## src/design/hpc_defs.svh

```systemverilog
`ifndef HPC_DEFS_SVH
`define HPC_DEFS_SVH

// APB register byte offsets.
`define HPC_OFF_CTRL     12'h000
`define HPC_OFF_STATUS   12'h004
`define HPC_OFF_ADDR     12'h008
`define HPC_OFF_INT_STAT 12'h00C
`define HPC_OFF_INT_EN   12'h010
`define HPC_OFF_INT_CLR  12'h014

// Control register fields.
`define HPC_CTRL_BUSY_BIT  0
`define HPC_CTRL_HOST_INTERRUPT_N_BIT  1

// Status register fields.
`define HPC_ST_SELECT_BIT  0
`define HPC_ST_WIDE_BIT    1
`define HPC_ST_READY_BIT   2
`define HPC_ST_BUSY_BIT    3

// Event bits in the interrupt status, enable and clear registers.
`define HPC_EV_ADDR_BIT    0
`define HPC_EV_READ_BIT    1
`define HPC_EV_WRITE_BIT   2
`define HPC_EV_COUNT       3

// Reset values.
`define HPC_ADDR_RESET     16'h0000
`define HPC_EV_RESET       3'h0

`endif

```

## src/design/hpc_pkg.sv

```systemverilog
package hpc_pkg;

	// Host access tracking: idle, strobe active, strobe released.
	typedef enum logic [1:0] {
		HPC_IDLE   = 2'b00,
		HPC_ACTIVE = 2'b01,
		HPC_DONE   = 2'b11
	} hpc_access_type;

endpackage

```

## src/design/hpc_host_port.sv

```systemverilog
`timescale 1ns/1ps
`include "hpc_defs.svh"

module hpc_host_port #(
	parameter int ADDR_W = 16
) (
	input  wire logic              clock_in,
	input  wire logic              rst_in,
	input  wire logic              chip_reset_n_in,
	input  wire logic              output_disable_n_in,
	input  wire logic              port_select_strap_in,
	input  wire logic              wide_mode_strap_in,
	input  wire logic              port_chip_select_n_in,
	input  wire logic              address_strobe_n_in,
	input  wire logic              data_strobe_n_in,
	input  wire logic              read_not_write_in,
	input  wire logic              byte_order_flag_in,
	input  wire logic [ADDR_W-1:0] host_addr_in,
	input  wire logic              psel,
	input  wire logic              penable,
	input  wire logic              pwrite,
	input  wire logic [11:0]       paddr,
	input  wire logic [31:0]       pwdata,
	output logic                   pready,
	output logic [31:0]            prdata,
	output logic                   pslverr,
	output logic                   host_ready_out,
	output logic                   host_ready_oe_out,
	output logic                   host_interrupt_n_out,
	output logic                   host_interrupt_n_oe_out,
	output logic                   pullup_enable_out,
	output logic                   bus_holder_enable_out,
	output logic                   read_strobe_out,
	output logic                   write_strobe_out,
	output logic                   second_byte_out,
	output logic [ADDR_W-1:0]      host_address_reg_out,
	output logic                   irq_out
);

	////////////////////////////////////////////////////////////////////////////////
	// Input synchronisers.

	// First and second stages for all asynchronous control pins.
	logic [9:0] sync1_ff;
	logic [9:0] sync2_ff;
	// Host address bus is sampled through two stages as well.
	logic [ADDR_W-1:0] haddr1_ff;
	logic [ADDR_W-1:0] haddr2_ff;

	// Two flip-flops ahead of any logic for every pin input.
	always_ff @(posedge clock_in) begin
		if (rst_in) begin
			// The chip reset stage starts low, the level that the edge detector expects.
			// A high start would look like a release and capture the straps.
			sync1_ff <= 10'h1FD;
			sync2_ff <= 10'h1FD;
			haddr1_ff <= '0;
			haddr2_ff <= '0;
		end else begin
			sync1_ff <= {chip_reset_n_in, output_disable_n_in, port_select_strap_in,
				wide_mode_strap_in, port_chip_select_n_in, address_strobe_n_in,
				data_strobe_n_in, read_not_write_in, byte_order_flag_in, 1'b1};
			sync2_ff <= sync1_ff;
			haddr1_ff <= host_addr_in;
			haddr2_ff <= haddr1_ff;
		end
	end

	// Synchronised pin levels, read only from the second stage.
	logic chip_reset_n_s;
	logic out_en_s;
	logic sel_strap_s;
	logic wide_strap_s;
	logic cs_n_s;
	logic as_n_s;
	logic ds_n_s;
	logic rnw_s;
	logic bil_s;
	assign chip_reset_n_s = sync2_ff[9];
	assign out_en_s       = sync2_ff[8];
	assign sel_strap_s    = sync2_ff[7];
	assign wide_strap_s   = sync2_ff[6];
	assign cs_n_s         = sync2_ff[5];
	assign as_n_s         = sync2_ff[4];
	assign ds_n_s         = sync2_ff[3];
	assign rnw_s          = sync2_ff[2];
	assign bil_s          = sync2_ff[1];

	// Combined reset: block reset or chip reset pin held low.
	logic in_reset;
	assign in_reset = rst_in || !chip_reset_n_s;

	////////////////////////////////////////////////////////////////////////////////
	// Strap capture.

	// Previous chip reset level, to find its rising edge.
	logic chip_reset_n_d_ff;
	// Latched straps; defaults are deselected and byte-wide.
	logic selected_ff;
	logic wide_ff;

	// Straps are caught only on the rising edge of chip reset and then held.
	always_ff @(posedge clock_in) begin
		if (rst_in) begin
			chip_reset_n_d_ff <= 1'b0;
			selected_ff <= 1'b0;
			wide_ff <= 1'b0;
		end else begin
			chip_reset_n_d_ff <= chip_reset_n_s;
			if (chip_reset_n_s && !chip_reset_n_d_ff) begin
				selected_ff <= sel_strap_s;
				wide_ff <= wide_strap_s;
			end
		end
	end

	// Deselected port enables pull-ups and bus holders.
	always_ff @(posedge clock_in) begin
		if (rst_in) begin
			pullup_enable_out <= 1'b1;
			bus_holder_enable_out <= 1'b1;
		end else begin
			pullup_enable_out <= !selected_ff;
			bus_holder_enable_out <= !selected_ff;
		end
	end

	////////////////////////////////////////////////////////////////////////////////
	// Host access tracking.

	// Previous address strobe level, for its falling edge.
	logic as_n_d_ff;
	// Access state.
	hpc_pkg::hpc_access_type state_ff;
	// Direction of the access in flight.
	logic rnw_ff;

	// An access is live while chip select and data strobe are both low.
	logic access_live;
	assign access_live = selected_ff && !in_reset && !cs_n_s && !ds_n_s;

	// Address latch on falling edge of the address strobe.
	always_ff @(posedge clock_in) begin
		if (rst_in) begin
			as_n_d_ff <= 1'b1;
			host_address_reg_out <= `HPC_ADDR_RESET;
		end else begin
			as_n_d_ff <= as_n_s;
			if (selected_ff && !in_reset && !as_n_s && as_n_d_ff) begin
				host_address_reg_out <= haddr2_ff;
			end
		end
	end

	// Access state machine with direction and byte order capture.
	always_ff @(posedge clock_in) begin
		if (in_reset) begin
			state_ff <= hpc_pkg::HPC_IDLE;
			rnw_ff <= 1'b1;
			second_byte_out <= 1'b0;
		end else begin
			unique case (state_ff)
				hpc_pkg::HPC_IDLE: begin
					if (access_live) begin
						state_ff <= hpc_pkg::HPC_ACTIVE;
						rnw_ff <= rnw_s;
						second_byte_out <= !wide_ff && bil_s;
					end
				end
				hpc_pkg::HPC_ACTIVE: begin
					// Access ends when strobe or chip select rises.
					if (!access_live) begin
						state_ff <= hpc_pkg::HPC_DONE;
					end
				end
				hpc_pkg::HPC_DONE: begin
					state_ff <= hpc_pkg::HPC_IDLE;
				end
				default: begin
					state_ff <= hpc_pkg::HPC_IDLE;
				end
			endcase
		end
	end

	// One-cycle strobes at the start of each access, by direction.
	always_ff @(posedge clock_in) begin
		if (in_reset) begin
			read_strobe_out <= 1'b0;
			write_strobe_out <= 1'b0;
		end else begin
			read_strobe_out <= (state_ff == hpc_pkg::HPC_IDLE) && access_live && rnw_s;
			write_strobe_out <= (state_ff == hpc_pkg::HPC_IDLE) && access_live && !rnw_s;
		end
	end

	////////////////////////////////////////////////////////////////////////////////
	// Registers over APB.

	// Software busy flag holds ready low; software interrupt request.
	logic busy_ff;
	logic host_interrupt_n_req_ff;
	// Interrupt status and enable.
	logic [`HPC_EV_COUNT-1:0] ev_stat_ff;
	logic [`HPC_EV_COUNT-1:0] ev_en_ff;
	// Event sources this cycle.
	logic [`HPC_EV_COUNT-1:0] ev_set;
	assign ev_set = {write_strobe_out, read_strobe_out,
		selected_ff && !in_reset && !as_n_s && as_n_d_ff};

	// Write qualification in the access phase.
	logic wr_en;
	assign wr_en = psel && penable && pwrite;
	assign pready = 1'b1;

	// Address decode for the error flag; the read mux decodes on its own.
	function automatic logic hpc_mapped(input logic [11:0] a);
		hpc_mapped = (a == `HPC_OFF_CTRL) || (a == `HPC_OFF_STATUS) ||
			(a == `HPC_OFF_ADDR) || (a == `HPC_OFF_INT_STAT) ||
			(a == `HPC_OFF_INT_EN) || (a == `HPC_OFF_INT_CLR);
	endfunction

	assign pslverr = psel && penable && !hpc_mapped(paddr);

	// Control and enable register writes.
	always_ff @(posedge clock_in) begin
		if (rst_in) begin
			busy_ff <= 1'b0;
			host_interrupt_n_req_ff <= 1'b0;
			ev_en_ff <= `HPC_EV_RESET;
		end else if (wr_en) begin
			if (paddr == `HPC_OFF_CTRL) begin
				busy_ff <= pwdata[`HPC_CTRL_BUSY_BIT];
				host_interrupt_n_req_ff <= pwdata[`HPC_CTRL_HOST_INTERRUPT_N_BIT];
			end
			if (paddr == `HPC_OFF_INT_EN) begin
				ev_en_ff <= pwdata[`HPC_EV_COUNT-1:0];
			end
		end
	end

	// Sticky event bits; a new event wins over a clear in the same cycle.
	always_ff @(posedge clock_in) begin
		if (rst_in) begin
			ev_stat_ff <= `HPC_EV_RESET;
		end else begin
			if (wr_en && (paddr == `HPC_OFF_INT_CLR)) begin
				ev_stat_ff <= (ev_stat_ff & ~pwdata[`HPC_EV_COUNT-1:0]) | ev_set;
			end else begin
				ev_stat_ff <= ev_stat_ff | ev_set;
			end
		end
	end

	// Read data multiplexer, registered at the setup phase.
	always_ff @(posedge clock_in) begin
		if (rst_in) begin
			prdata <= 32'h0000_0000;
		end else if (psel && !penable && !pwrite) begin
			unique case (paddr)
				`HPC_OFF_CTRL: prdata <= {30'h0, host_interrupt_n_req_ff, busy_ff};
				`HPC_OFF_STATUS: prdata <= {28'h0, (state_ff != hpc_pkg::HPC_IDLE),
					host_ready_out, wide_ff, selected_ff};
				`HPC_OFF_ADDR: prdata <= {{(32-ADDR_W){1'b0}}, host_address_reg_out};
				`HPC_OFF_INT_STAT: prdata <= {29'h0, ev_stat_ff};
				`HPC_OFF_INT_EN: prdata <= {29'h0, ev_en_ff};
				default: prdata <= 32'h0000_0000;
			endcase
		end
	end

	// Level interrupt toward the local processor.
	always_ff @(posedge clock_in) begin
		if (rst_in) begin
			irq_out <= 1'b0;
		end else begin
			irq_out <= |(ev_stat_ff & ev_en_ff);
		end
	end

	////////////////////////////////////////////////////////////////////////////////
	// Host-facing outputs.

	// Ready high in reset; low while an access or busy blocks the next one.
	always_ff @(posedge clock_in) begin
		if (in_reset) begin
			host_ready_out <= 1'b1;
		end else begin
			host_ready_out <= !busy_ff && (state_ff == hpc_pkg::HPC_IDLE);
		end
	end

	// Interrupt held inactive high in reset or in wide mode.
	always_ff @(posedge clock_in) begin
		if (in_reset || wide_ff) begin
			host_interrupt_n_out <= 1'b1;
		end else begin
			host_interrupt_n_out <= !host_interrupt_n_req_ff;
		end
	end

	// Output disable releases both drivers; wide mode releases the interrupt.
	always_ff @(posedge clock_in) begin
		if (rst_in) begin
			host_ready_oe_out <= 1'b0;
			host_interrupt_n_oe_out <= 1'b0;
		end else begin
			host_ready_oe_out <= out_en_s;
			host_interrupt_n_oe_out <= out_en_s && !wide_ff;
		end
	end

endmodule

```

## config.mk

```make
export PLATFORM = sky130hd
export DESIGN_NAME = hpc_host_port
export DESIGN_NICKNAME = d
export VERILOG_FILES = /design/src/design/hpc_pkg.sv /design/src/design/hpc_host_port.sv
export VERILOG_INCLUDE_DIRS = /design/src /design/src/design
export SDC_FILE = /design/constraint.sdc
export NUM_CORES = 1
export LEC_CHECK = 0
export BUFFER_PORTS_ARGS = -buffer_cell sky130_fd_sc_hd__buf_2
export CAP_MARGIN = 20
export CORE_MARGIN = 5
export CORE_UTILIZATION = 44
export CTS_CLUSTER_DIAMETER = 60
export DETAILED_ROUTE_END_ITERATION = 7
export PLACE_DENSITY = 0.76
export REMOVE_ABC_BUFFERS = 1
export SLEW_MARGIN = 20
export SYNTH_ARGS = -nofsm -noshare
export SYNTH_HDL_FRONTEND = slang
export SYNTH_SLANG_ARGS = --single-unit
```

## constraint.sdc

```tcl
create_clock -name clock_in -period 1.8 [get_ports clock_in]
set_clock_uncertainty 0.2 [all_clocks]
set_input_delay 0.09 -clock clock_in [delete_from_list [all_inputs] [get_ports clock_in]]
set_output_delay 0.09 -clock clock_in [all_outputs]
set_load 0.05 [all_outputs]
```

# Word-level counts from Yosys, hierarchy flattened
# Cells that the tools add are included.
[word_totals]
out_inout_bits = 60
register_bits = 123
memories = 0
mem_bits_ro = 0
latch_bits = 0
ram_bits = 0
inputBits = 74
[classes]
n_reduce_logical = 47
div_mod_pow = 0
n_mul = 0
bitwise_logic = 5
add_sub_neg = 0
order_cmp = 0
mux = 5
n_eq_ne = 8
n_shift = 0
[ops]
columns = ["op", "n"]
rows = [
  ["one-hot mux 16 bit (5 select lines)", 1],
  ["== test 12 x 4 -> 1 bit, second input constant", 2],
  ["== test 12 x 5 -> 1 bit, second input constant", 2],
  ["logical AND 1 bit", 18],
  ["zero test 1 bit", 14],
  ["== test 12 x 3 -> 1 bit, second input constant", 1],
  ["zero test 12 bit", 1],
  ["AND reduction 2 bit", 4],
  ["logical OR 1 bit", 7],
  ["bitwise AND 3 bit", 2],
  ["bitwise OR 3 bit", 2],
  ["two-way mux 2 bit", 2],
  ["!= test 2 bit, second input constant", 2],
  ["one-hot mux 2 bit (2 select lines)", 1],
  ["two-way mux 3 bit", 1],
  ["NOT 3 bit", 1],
  ["OR reduction 3 bit", 1],
  ["== test 2 x 1 -> 1 bit, second input constant", 1],
  ["zero test 2 bit", 1],
  ["nonzero test 2 bit", 1],
]

# Logic depth before layout (Yosys ltp)
# Gate-level depths: netlist of run 1.
[depth]
ltp_word = 8
depth_mapped = 6
mapped_depth_nobuf = 4

# Least setup slack after synthesis of run 1
# No wires, ideal clock.
[synth_timing]
path_kind = "reg2reg"
start = "register selected_ff"
end = "register second_byte_out"
arrival_ns = 1.633
t_required_ns = 1.530
path_buffers = 0
period_less_slack_ns = 1.903
path_stages_with_launch = 5
path_slack_ns = -0.103
path_cell_list = "dfxtp_1 > or3b_1 > or4_4 > or3b_1 > a21oi_1"
[synth_via]
elab_chain_cells = 4
[synth_lines]
columns = ["item", "line", "source"]
rows = [
  ["start, declared", "hpc_host_port.sv:99", "logic selected_ff;"],
  ["start signal, assigned", "hpc_host_port.sv:111", "selected_ff <= sel_strap_s;"],
  ["logical AND 1 bit (3 in series)", "hpc_host_port.sv:140", "assign access_live = selected_ff && !in_reset && !cs_n_s && !ds_n_s;"],
  ["AND reduction 2 bit (no line)", "-", ""],
  ["end signal, assigned", "hpc_host_port.sv:167", "second_byte_out <= !wide_ff && bil_s;"],
  ["end, declared", "hpc_host_port.sv:35", "output logic second_byte_out,"],
]
# No other way between the ends.
# A chain may end at the register's enable or synchronous reset.

# Final worst setup path of run 1
[layout_timing]
start = "register sync2_ff[5]"
end = "register second_byte_out"
[layout_via]
elab_chain_cells = 4
[layout_lines]
columns = ["item", "line", "source"]
rows = [
  ["start, declared", "hpc_host_port.sv:45", "logic [9:0] sync2_ff;"],
  ["start signal, assigned", "hpc_host_port.sv:63", "sync2_ff <= sync1_ff;"],
  ["zero test 1 bit", "hpc_host_port.sv:140", ""],
  ["logical AND 1 bit (2 in series)", "hpc_host_port.sv:140", ""],
  ["AND reduction 2 bit (no line)", "-", ""],
]
# No other way between the ends.

==> summary.md, run 1 <==
| Metric | Value |
|---|---|
| Run status | `finished, violations left` |
| Violated checks | `negative hold slack, negative setup slack` |
| Cells after Synth | `352` |
| Final hold violations | `1` |
| #FFs+latches synth | `105` |
| Post-synth EDFFs | `0` |
| Core Util, Final | `60.35%` |
| TNS Setup | `-0.06933 ns` |
| Dominant cell type by area after synthesis | `dfxtp_1` |
| WS Path Type | `reg -> reg` |
| Mapped cell area | `~3600 µm²` |
| Die area | `10020 µm²` |
| Die Span Y | `between 100 and 150 µm` |
| Die W | `approximately 100 µm` |
| WHS | `-0.006546 ns` |
| GRT Util Overall | `between 10% and 20%` |
| Share of layout cells above drive strength 1 | `29.90%` |
| Setup violations, final | `1` |
| Leak | `between 2 and 2.5 nW` |
| Sequential fraction of the synthesis area | `between 50 and 60%` |
| Vias in the first global route | `about 2700` |
| Largest net degree at the start of global routing | `between 50 and 60` |
| # diodes | `0` |
| Share of the synthesized area in the top cell type | `just under 60%` |
| Minimum clock period | `1.869 ns` |
| Critical Path End Type | `flip-flop` |
| Max H-tree Level | `3` |
| Synth-to-Final Area Change | `31.86%` |
| Initial drt markers | `~180` |
| Tot Pwr | `4.233 mW` |
| Min-Delay Path Class | `in -> reg` |
| CTS tree | `built` |
| Synthesized area per cell | `10.15 µm²` |
| I/O Buffers | `between 80 and 90` |
| Grt ovf | `0` |
| CP required | `between 1.5 and 2 ns` |
| Worst skew pair latency | `about 0.35 ns` |
| Inserted Clock Buffers | `9` |
| Unique masters post-synth | `43` |
| Wire length per cell | `roughly 13 µm` |
| Worst EP arrival | `a little under 2 ns` |
| DRT antenna net count | `0` |
| Clock-pin slew on the worst setup and hold paths | `roughly 0.1 ns` |
| Synth warn | `0` |
| Initial antenna violation count | `0` |
| Routability cong. | `roughly 0.91` |
| Startpoint types | `flip-flop` |
| Post-DP HPWL | `about 5400 µm` |
| Slew headroom | `about a third` |
| Clock Root Buffer | `clkbuf_8` |
| Core area | `between 7000 and 8000 µm²` |
| First-pass GRT wire length | `12480 µm` |
| Vias per cell | `approximately 4.7` |
| Worst Setup Slack, final | `-0.06933 ns` |
| Final non-filler cell area | `about 4700 µm²` |
| Rows | `32` |
| Final net count | `between 500 and 600` |
| RSZ-0062 raised after global routing | `yes` |
| Area contributors post-synth | `dfxtp_1 59%, nor2b_1 6.8%, nand2_1 4.3%, a21oi_1 3.8%, buf_4 3.8%` |
| Max cap viols | `0` |
| Placed cell area | `around 4100 µm²` |
| Fmax | `around 530 MHz` |
| Ys flop type | `dfxtp_1` |
| Total number of vias | `roughly 2800` |
| CTS max path bufs | `2` |
| CTS Sinks | `approximately 110` |
| Number of detailed-route iterations in the first pass | `4` |
| Worst-path maximum fanout | `2` |
| Initial Util | `between 40% and 50%` |
| Period utilization | `103.9%` |
| Io pins | `~130` |
| Asr flop ratio synth | `0%` |
| Max-slew violation count | `0` |
| Actual slew at the worst max-slew pin | `~0.99 ns` |
| Peak VDD IR | `0.0004644 V` |
| PD cells | `approximately 900 nW/µm²` |
| DRC Markers | `0` |
| Post-Route WL | `7775 µm` |
==> cell families (layout without fill, tap and decap cells) <==
group                  Yosys count  in the layout  synth area share, %
AOI/OAI and AO/OA               58             58                10.99
buffers and inverters           44            161                6.583
DFF                            105            105                58.82
muxes                            5              5                2.206
other                            2             17               0.2102
and+or+nand+nor                138            139                21.18
==> sequential cells by signal (all words and copies together), names as in the netlist <==
register / count
as_n_d_ff: 1
bus_holder_enable_out: 1
busy_ff: 1
chip_reset_n_d_ff: 1
ev_en_ff: 3
ev_stat_ff: 3
haddr1_ff: 16
haddr2_ff: 16
host_address_reg_out: 16
host_interrupt_n_oe_out: 1
host_interrupt_n_out: 1
host_interrupt_n_req_ff: 1
host_ready_oe_out: 1
host_ready_out: 1
irq_out: 1
prdata: 16
read_strobe_out: 1
second_byte_out: 1
selected_ff: 1
state_ff: 2
sync1_ff: 9
sync2_ff: 9
wide_ff: 1
write_strobe_out: 1
==> critical path, stage by stage (launching register included) <==
cell and delay (ns):
dfxtp_1 0.32, or3b_4 0.39, or4_4 0.42, or3b_1 0.36, a21oi_1 0.12
==> stage by stage <==
step	cells	setup WS (ns)
after detailed placement	533	-0.1135
final	587	-0.06933
after global routing	587	-0.1266
after CTS	586	-0.07051
after floorplan	330	-0.1600
after global placement	533	-0.09134
==> worst paths after layout <==
| path | slack [ns] | cells past startpoint | from | to |
|---|---|---|---|---|
| worst min-delay path | -0.007 | 5 | paddr[6] | prdata[3] |
| worst min register to register | 0.22 | 1 | sync1_ff[5] | sync2_ff[5] |
| worst max-delay path | -0.07 | 4 | sync2_ff[5] | second_byte_out |
| worst max register to register | -0.07 | 4 | sync2_ff[5] | second_byte_out |
==> power breakdown <==
part	internal, mW	switching (mW)
sequential	2.38	0.0148
clock	0.672	0.818
combinational	0.143	0.204
==> routing by layer <==
metal | global-route usage, % | part of all wire, %
met1 | 19.55 | 45
met2 | 25.48 | 47
met3 | 2.502 | 5.9
met4 | 7.565 | 2.2
met5 | 0 | 0
==> synth_stat cells (all sizes together), types with 2 or more instances <==
master	number
a21oi	27
nor2	11
or2	16
clkbuf	15
a22o	12
mux2i	3
or2b	2
dfxtp	105
nand2	41
mux4	2
inv	7
a32o	2
and3	2
buf	22
conb	2
or3	2
nor2b	39
nand3	5
a21o	2
nand4b	2
o31ai	9
nand3b	3
nor3	4
or3b	3
or4	2
==> repair_timing <==
action | CTS | global route
hold endpoints to repair | 36 | 0
pin swaps | 2 | 1
buffers inserted | 1 | 0
gates cloned | 0 | 1
hold buffers | 36 | 0
setup endpoints to repair | 18 | 17
gates resized for setup | 3 | 4
==> placed cells by master, fill, tap and decap left out, drive strengths merged, types with 3 or more instances in the layout <==
cell type	count
a21oi	27
a22o	12
buf	102
clkbuf	9
conb	17
dfxtp	105
dlygate4sd3	36
inv	10
mux2i	3
nand2	41
nand3	5
nand3b	3
nor2	11
nor2b	39
nor3	4
o31ai	9
or2	16
or3	3
or3b	3
==> area by class of cell <==
class	count	area, µm²
clock buffers	9	123.9
clock inverters	7	86.33
fillers	691	3095
inverters	7	26.28
multi-input cells	219	1324
flip-flops and latches	105	2103
well taps	102	127.6
repair buffers	138	920.9
No activity file was read; power rests on OpenSTA's default activity.
==> inputs of run 2 (changes only) <==
- CORE_UTILIZATION: 44 -> 45
- CTS_BUF_LIST: default -> sky130_fd_sc_hd__clkbuf_4 sky130_fd_sc_hd__clkbuf_8
- PLACE_DENSITY: 0.76 -> 0.77
- SETUP_SLACK_MARGIN: default -> 0.2
==> run 2 against run 1 <==
The run ends with negative setup slack left. Clock power down 3%. Sequential cell count unchanged. Global-route usage is 1.3 points higher. Combinational power increased by 4%. Cell area increased by 7.0%. Utilization is 4.9 points higher. Total power shrank 0.50%. Register-to-register slack about the same. Clock-buffer cell count grew 2. Hold slack gained 0.019 ns. Final cell count grew 0.85%. Critical path type unchanged.
==> summary.md, run 2 (synthesized netlist as in run 1, its figures left out) <==
| Metric | Value |
|---|---|
| P_sw | `0.9705 mW (was 1.037 mW)` |
| Share of layout cells above drive strength 1 | `43.27% (was 29.90%)` |
| Internal Power | `3.242 mW (was 3.196 mW)` |
| Die W | `99.11 µm (was 100.1 µm)` |
| Slew headroom | `31.13% (was 33.92%)` |
| Critical-path cell list | `or3b_4, or4_4, or3b_1, a21oi_1 (unchanged)` |
| Synth-to-Final Area Change | `41.11% (was 31.86%)` |
| Minimum clock period | `1.866 ns (was 1.869 ns)` |
| Reg2reg start | `selected_ff (was sync2_ff[5])` |
| RSZ-0062 raised after global routing | `yes (unchanged)` |
| Min-Delay Path Class | `in -> reg (unchanged)` |
| Actual slew at the worst max-slew pin | `1.029 ns (was 0.9875 ns)` |
| Die Span Y | `99.11 µm (was 100.1 µm)` |
| Max H-tree Level | `3 (unchanged)` |
| Worst EP arrival | `1.96 ns (about the same)` |
| Critical Path End Type | `flip-flop (unchanged)` |
| Sequential cell fraction of total power | `57.0% (was 56.6%)` |
| Core Util, Final | `65.25% (was 60.35%)` |
| Hold Path Sink | `prdata[3] (unchanged)` |
| GRT Max-Usage Layer | `met2 (unchanged)` |
| Clock share of power | `34.5% (was 35.2%)` |
| Final net count | `560 (was 554)` |
| # diodes | `0 (unchanged)` |
| CTS tree | `built (unchanged)` |
| Period utilization | `103.7% (was 103.9%)` |
| Initial Util | `46.24% (was 45.77%)` |
| GRT Util Overall | `16.72% (was 15.42%)` |
| Max-slew violation count | `0 (unchanged)` |
| Routability cong. | `0.9235 (was 0.9061)` |
| Sw frac | `23.04% (was 24.49%)` |
| Inserted Clock Buffers | `9 (unchanged)` |
| Run status | `finished, violations left (unchanged)` |
| Worst Setup Slack, final | `-0.06637 ns (was -0.06933 ns)` |
| Hold Path Cell Cnt | `5 (unchanged)` |
| DRT antenna net count | `0 (unchanged)` |
| Met1 usage | `20.11% (was 19.55%)` |
| CP required | `1.90 ns (about the same)` |
| WS Path Type | `reg -> reg (unchanged)` |
| Max cap viols | `0 (unchanged)` |
| DRC Markers | `0 (unchanged)` |
| I/O Buffers | `87 (unchanged)` |
| HP Start | `paddr[0] (was paddr[6])` |
| Peak VDD IR | `0.0005202 V (was 0.0004644 V)` |
| Worst skew pair latency | `0.36 ns (was 0.35 ns)` |
| Most common cell after layout, fill and taps aside | `dfxtp_1 (unchanged)` |
| Largest net degree at the start of global routing | `47 (was 55)` |
| Die area | `9823 µm² (was 10020 µm²)` |
| Vias per cell | `4.780 (was 4.698)` |
| Startpoint types | `flip-flop (unchanged)` |
| Violated checks | `negative setup slack (was negative hold slack, negative setup slack)` |
| First-pass GRT wire length | `13210 µm (was 12480 µm)` |
| Vias in the first global route | `2743 (was 2681)` |
| Grt ovf | `0 (unchanged)` |
| R2R cell count | `4 (unchanged)` |
| Final hold violations | `0 (was 1)` |
| TNS Setup | `-0.06637 ns (was -0.06933 ns)` |
| Combinational share of power | `8.5% (was 8.2%)` |
| Setup violations, final | `1 (unchanged)` |
| Largest stage delay on the critical path | `0.43 ns (was 0.42 ns)` |
| Post-Route WL | `8386 µm (was 7775 µm)` |
| Post-DP HPWL | `5364 µm (was 5444 µm)` |
| Wire length per cell | `14.17 µm (was 13.25 µm)` |
| Initial drt markers | `158 (was 176)` |
| Slowest CP cell | `or4_4 (unchanged)` |
| Commonest non-fill, non-tap cells in the layout | `100 x dfxtp_1, 87 x buf_2, 39 x nor2b_1 (was 104 x dfxtp_1, 87 x buf_2, 41 x nand2_1)` |
| Total number of vias | `2830 (was 2758)` |
| Rows | `32 (unchanged)` |
| Clock-pin slew on the worst setup and hold paths | `0.09 ns (was 0.10 ns)` |
| Met3 Use GR | `3.647% (was 2.502%)` |
| CTS Sinks | `105 (unchanged)` |
| Initial antenna violation count | `0 (unchanged)` |
| GR Util met2 | `27.89% (was 25.48%)` |
| Leak | `2.244 nW (was 2.013 nW)` |
| CTS max path bufs | `2 (unchanged)` |
| Worst-path maximum fanout | `2 (unchanged)` |
| Core area | `7727 µm² (was 7807 µm²)` |
| Worst R2R End | `second_byte_out (unchanged)` |
| Fmax | `535.8 MHz (was 535.0 MHz)` |
| Clock Root Buffer | `clkbuf_8 (unchanged)` |
| Reg2reg setup slack | `-0.07 ns (about the same)` |
| Io pins | `134 (unchanged)` |
| Number of detailed-route iterations in the first pass | `4 (unchanged)` |
| PD cells | `835.4 nW/µm² (was 898.4 nW/µm²)` |
-- run 2: cell types whose count changed in the layout (fill, tap and decap cells not counted), moves of 8 or more --
| cell | delta |
|---|---|
| a21oi_1 | -17 |
| nand2_4 | +12 |
| nand2_2 | +20 |
| buf_6 | +8 |
| nand2_1 | -32 |
| a21oi_2 | +17 |
-- run 2: how the worst max path moves through the flow --
stage	cells after the start	startpoint	slack, ns	to
2_1_floorplan	4	sync2_ff[9]	-0.16	host_address_reg_out[10]
3_3_place_gp	4	selected_ff	-0.05	second_byte_out
3_5_place_dp	4	selected_ff	-0.07	second_byte_out
4_1_cts	4	selected_ff	-0.04	second_byte_out
5_1_grt	4	selected_ff	-0.11	second_byte_out
6_report	4	selected_ff	-0.07	second_byte_out
-- run 2: critical path, delay by kind of cell, from the launching register on --
family	cells	cell delay [ns]
AOI/OAI and AO/OA	1	0.12
DFF	1	0.33
and+or+nand+nor	3	1.15
-- run 2: power groups by stage --
stage / Combinational [mW] / Sequential (mW) / Clock, mW
floorplan: 0.151 / 2.46 / 0
CTS: 0.352 / 2.40 / 1.49
finish: 0.360 / 2.40 / 1.45
detailed placement: 0.285 / 2.45 / 0
global placement: 0.280 / 2.45 / 0
global route: 0.390 / 2.41 / 1.59
-- run 2: stage by stage --
step / hold WS (ns) / power, mW / std cells / cell area, µm² / setup WS, ns
floorplan: -0.04093 / 2.614 / 330 / 3421 / -0.1600
finish: 0.01217 / 4.212 / 592 / 5042 / -0.06637
global route: 0.05231 / 4.392 / 592 / 5042 / -0.1141
global placement: 0.07270 / 2.727 / 534 / 4114 / -0.05400
detailed placement: 0.07517 / 2.734 / 534 / 4114 / -0.06506
CTS: -0.02447 / 4.233 / 590 / 4856 / -0.03771
-- run 2: timing repair --
item | 4_1_cts | 5_1_grt
cloned | 3 | 0
hold endpoints to repair | 35 | 0
gates resized for setup | 49 | 47
pin swaps | 32 | 33
setup endpoints to repair | 20 | 31
hold buffers | 34 | 0
setup buffers | 4 | 2
-- run 2: metal layers --
metal | part of all wire (%) | wire length (µm)
met1 | 41 | 3400
met2 | 49 | 4145
met3 | 7.5 | 626
met4 | 2.5 | 213
met5 | 0 | 0
-- run 2: cell type report --
class,instances,area (µm²)
Fill cell,600,2685
Sequential cell,105,2108
Multi-Input combinational cell,218,1555
Timing Repair Buffer,145,1021
Clock buffer,11,151.4
Tap cell,102,127.6
Clock inverter,4,52.55
Inverter,7,26.28
==> inputs of run 3 (changes only) <==
- CORE_ASPECT_RATIO: default -> 1.75
- SKIP_CTS_REPAIR_TIMING: default -> 1
==> run 3 against run 2 <==
The flow finishes with violations (negative hold slack, negative setup slack). Setup slack gained 0.017 ns. Sequential cell count is the same. Global-route usage shrank 1.9 points. Clock power shrank 14%. Total power shrank 5.6%. Hold slack lost 0.049 ns. Die area grew 0.72%. Utilization shrank 4.8 points. Sequential power is essentially flat. Critical endpoint unchanged. Largest power group unchanged.
==> summary.md, run 3 (synthesized netlist as in run 1, its figures left out) <==
| Metric | Value |
|---|---|
| Number of detailed-route iterations in the first pass | `6 (was 4)` |
| Reg2reg setup slack | `-0.05 ns (was -0.07 ns)` |
| Slew headroom | `37.43% (was 31.13%)` |
| RSZ-0062 raised after global routing | `yes (unchanged)` |
| Routability cong. | `0.9049 (was 0.9235)` |
| TNS Setup | `-0.04961 ns (was -0.06637 ns)` |
| # diodes | `0 (unchanged)` |
| Worst skew pair latency | `0.35 ns (was 0.36 ns)` |
| CTS tree | `built (unchanged)` |
| Vias in the first global route | `2496 (was 2743)` |
| Peak VDD IR | `0.0005984 V (was 0.0005202 V)` |
| WHS | `-0.03658 ns (was 0.01217 ns)` |
| Period utilization | `102.8% (was 103.7%)` |
| Post-DP HPWL | `5393 µm (was 5364 µm)` |
| Synth-to-Final Area Change | `32.81% (was 41.11%)` |
| Most common cell after layout, fill and taps aside | `dfxtp_1 (unchanged)` |
| Reg2reg start | `sync2_ff[5] (was selected_ff)` |
| Slowest CP cell | `or4_4 (unchanged)` |
| Die W | `77.36 µm (was 99.11 µm)` |
| Post-Route WL | `7956 µm (was 8386 µm)` |
| Met1 usage | `15.78% (was 20.11%)` |
| Die area | `9893 µm² (was 9823 µm²)` |
| Met3 Use GR | `5.274% (was 3.647%)` |
| DRC Markers | `0 (unchanged)` |
| I/O Buffers | `87 (unchanged)` |
| Most frequent CP cell | `or3b_1` |
| Worst EP arrival | `1.94 ns (was 1.96 ns)` |
| Max-slew violation count | `0 (unchanged)` |
| Clock Root Buffer | `clkbuf_8 (unchanged)` |
| Place WS | `-0.1255 ns (was -0.06506 ns)` |
| Worst R2R End | `second_byte_out (unchanged)` |
| Actual slew at the worst max-slew pin | `0.9350 ns (was 1.029 ns)` |
| Share of layout cells above drive strength 1 | `38.46% (was 43.27%)` |
| Vias per cell | `4.911 (was 4.780)` |
| Leak | `2.028 nW (was 2.244 nW)` |
| Critical Path End Type | `flip-flop (unchanged)` |
| Clock-pin slew on the worst setup and hold paths | `0.09 ns (about the same)` |
| DRT antenna net count | `0 (unchanged)` |
| Final net count | `551 (was 560)` |
| Worst-path maximum fanout | `2 (unchanged)` |
| First-pass GRT wire length | `11680 µm (was 13210 µm)` |
| Run status | `finished, violations left (unchanged)` |
| Rows | `43 (was 32)` |
| WS Path Type | `reg -> reg (unchanged)` |
| Initial antenna violation count | `0 (unchanged)` |
| Violated checks | `negative hold slack, negative setup slack (was negative setup slack)` |
| Largest net degree at the start of global routing | `81 (was 47)` |
| Largest stage delay on the critical path | `0.43 ns (about the same)` |
| CTS Sinks | `105 (unchanged)` |
| PD cells | `838.2 nW/µm² (was 835.4 nW/µm²)` |
| Wire length per cell | `13.93 µm (was 14.17 µm)` |
| Io pins | `134 (unchanged)` |
| Worst Setup Slack, final | `-0.04961 ns (was -0.06637 ns)` |
| Max cap viols | `0 (unchanged)` |
| Fmax | `540.7 MHz (was 535.8 MHz)` |
| Critical-path cell list | `or3b_1, or4_4, or3b_1, a21oi_1 (was or3b_4, or4_4, or3b_1, a21oi_1)` |
| Commonest non-fill, non-tap cells in the layout | `99 x dfxtp_1, 87 x buf_2, 39 x nor2b_1 (was 100 x dfxtp_1, 87 x buf_2, 39 x nor2b_1)` |
| Min-Delay Path Class | `in -> reg (unchanged)` |
| Initial Util | `45.49% (was 46.24%)` |
| R2R cell count | `4 (unchanged)` |
| Core area | `7855 µm² (was 7727 µm²)` |
| Initial drt markers | `137 (was 158)` |
| Setup violations, final | `1 (unchanged)` |
| Die Span Y | `127.9 µm (was 99.11 µm)` |
| Setup crit start | `sync2_ff[5] (was selected_ff)` |
| Total number of vias | `2804 (was 2830)` |
| Critical Path End | `second_byte_out (unchanged)` |
| GR Util met2 | `25.52% (was 27.89%)` |
| Final hold violations | `5 (was 0)` |
| GRT Max-Usage Layer | `met2 (unchanged)` |
| CTS max path bufs | `2 (unchanged)` |
| Max H-tree Level | `3 (unchanged)` |
| GRT Util Overall | `14.81% (was 16.72%)` |
| CP required | `1.89 ns (was 1.90 ns)` |
| Inserted Clock Buffers | `9 (unchanged)` |
| Grt ovf | `0 (unchanged)` |
| Minimum clock period | `1.850 ns (was 1.866 ns)` |
| Startpoint types | `flip-flop (unchanged)` |
| Tot Pwr | `3.978 mW (was 4.212 mW)` |
-- run 3: cell types whose count changed in the layout (fill, tap and decap cells not counted), moves of 4 or more --
cell | previous run | this run
o31ai_1 | 4 | 9
o31ai_2 | 4 | 0
buf_6 | 8 | 2
nand2_1 | 9 | 22
nand2_4 | 12 | 1
-- run 3: worst min-delay path by stage --
stage,slack [ns],from,endpoint,depth (start not counted)
finish,-0.04,rst_in,second_byte_out,4
global route,-0.05,rst_in,second_byte_out,4
CTS,-0.31,output_disable_n_in,sync1_ff[8],2
detailed placement,0.08,data_strobe_n_in,sync1_ff[3],2
global placement,0.07,output_disable_n_in,sync1_ff[8],2
floorplan,-0.04,rst_in,busy_ff,1
-- run 3: area by class of cell --
cell class | instances | area, µm²
Tap cell | 90 | 112.6
Timing Repair Buffer | 134 | 893.4
Multi-Input combinational cell | 220 | 1439
Inverter | 7 | 26.28
Clock inverter | 4 | 20.02
Fill cell | 655 | 3109
Sequential cell | 105 | 2110
Clock buffer | 11 | 145.1
-- run 3: report_power, final --
group	switching, mW	internal [mW]	total, mW
logic	0.205	0.135	0.340
clock network	0.701	0.540	1.24
registers	0.0164	2.38	2.40
total	0.922	3.06	3.98
-- run 3: worst max-delay path, delay by kind of cell (launching register included) --
family          cells  cell delay, ns
flops               1            0.30
compound gates      1            0.12
simple gates        3            1.18
-- run 3: stage by stage --
stage | utilization (%) | area, µm² | instances
floorplan | - | 3421 | 330
global placement | 51.99 | 4084 | 520
detailed placement | 51.99 | 4084 | 520
CTS | 54.09 | 4249 | 535
global route | 60.42 | 4746 | 571
finish | 60.42 | 4746 | 571
-- run 3: routing by layer --
| layer | share of wire, % | vias up |
|---|---|---|
| met2 | 55 | 97 |
| met3 | 7.3 | 13 |
| met4 | 2.1 | 0 |
| met5 | 0 | - |
| li1 | - | 1389 |
| met1 | 36 | 1305 |
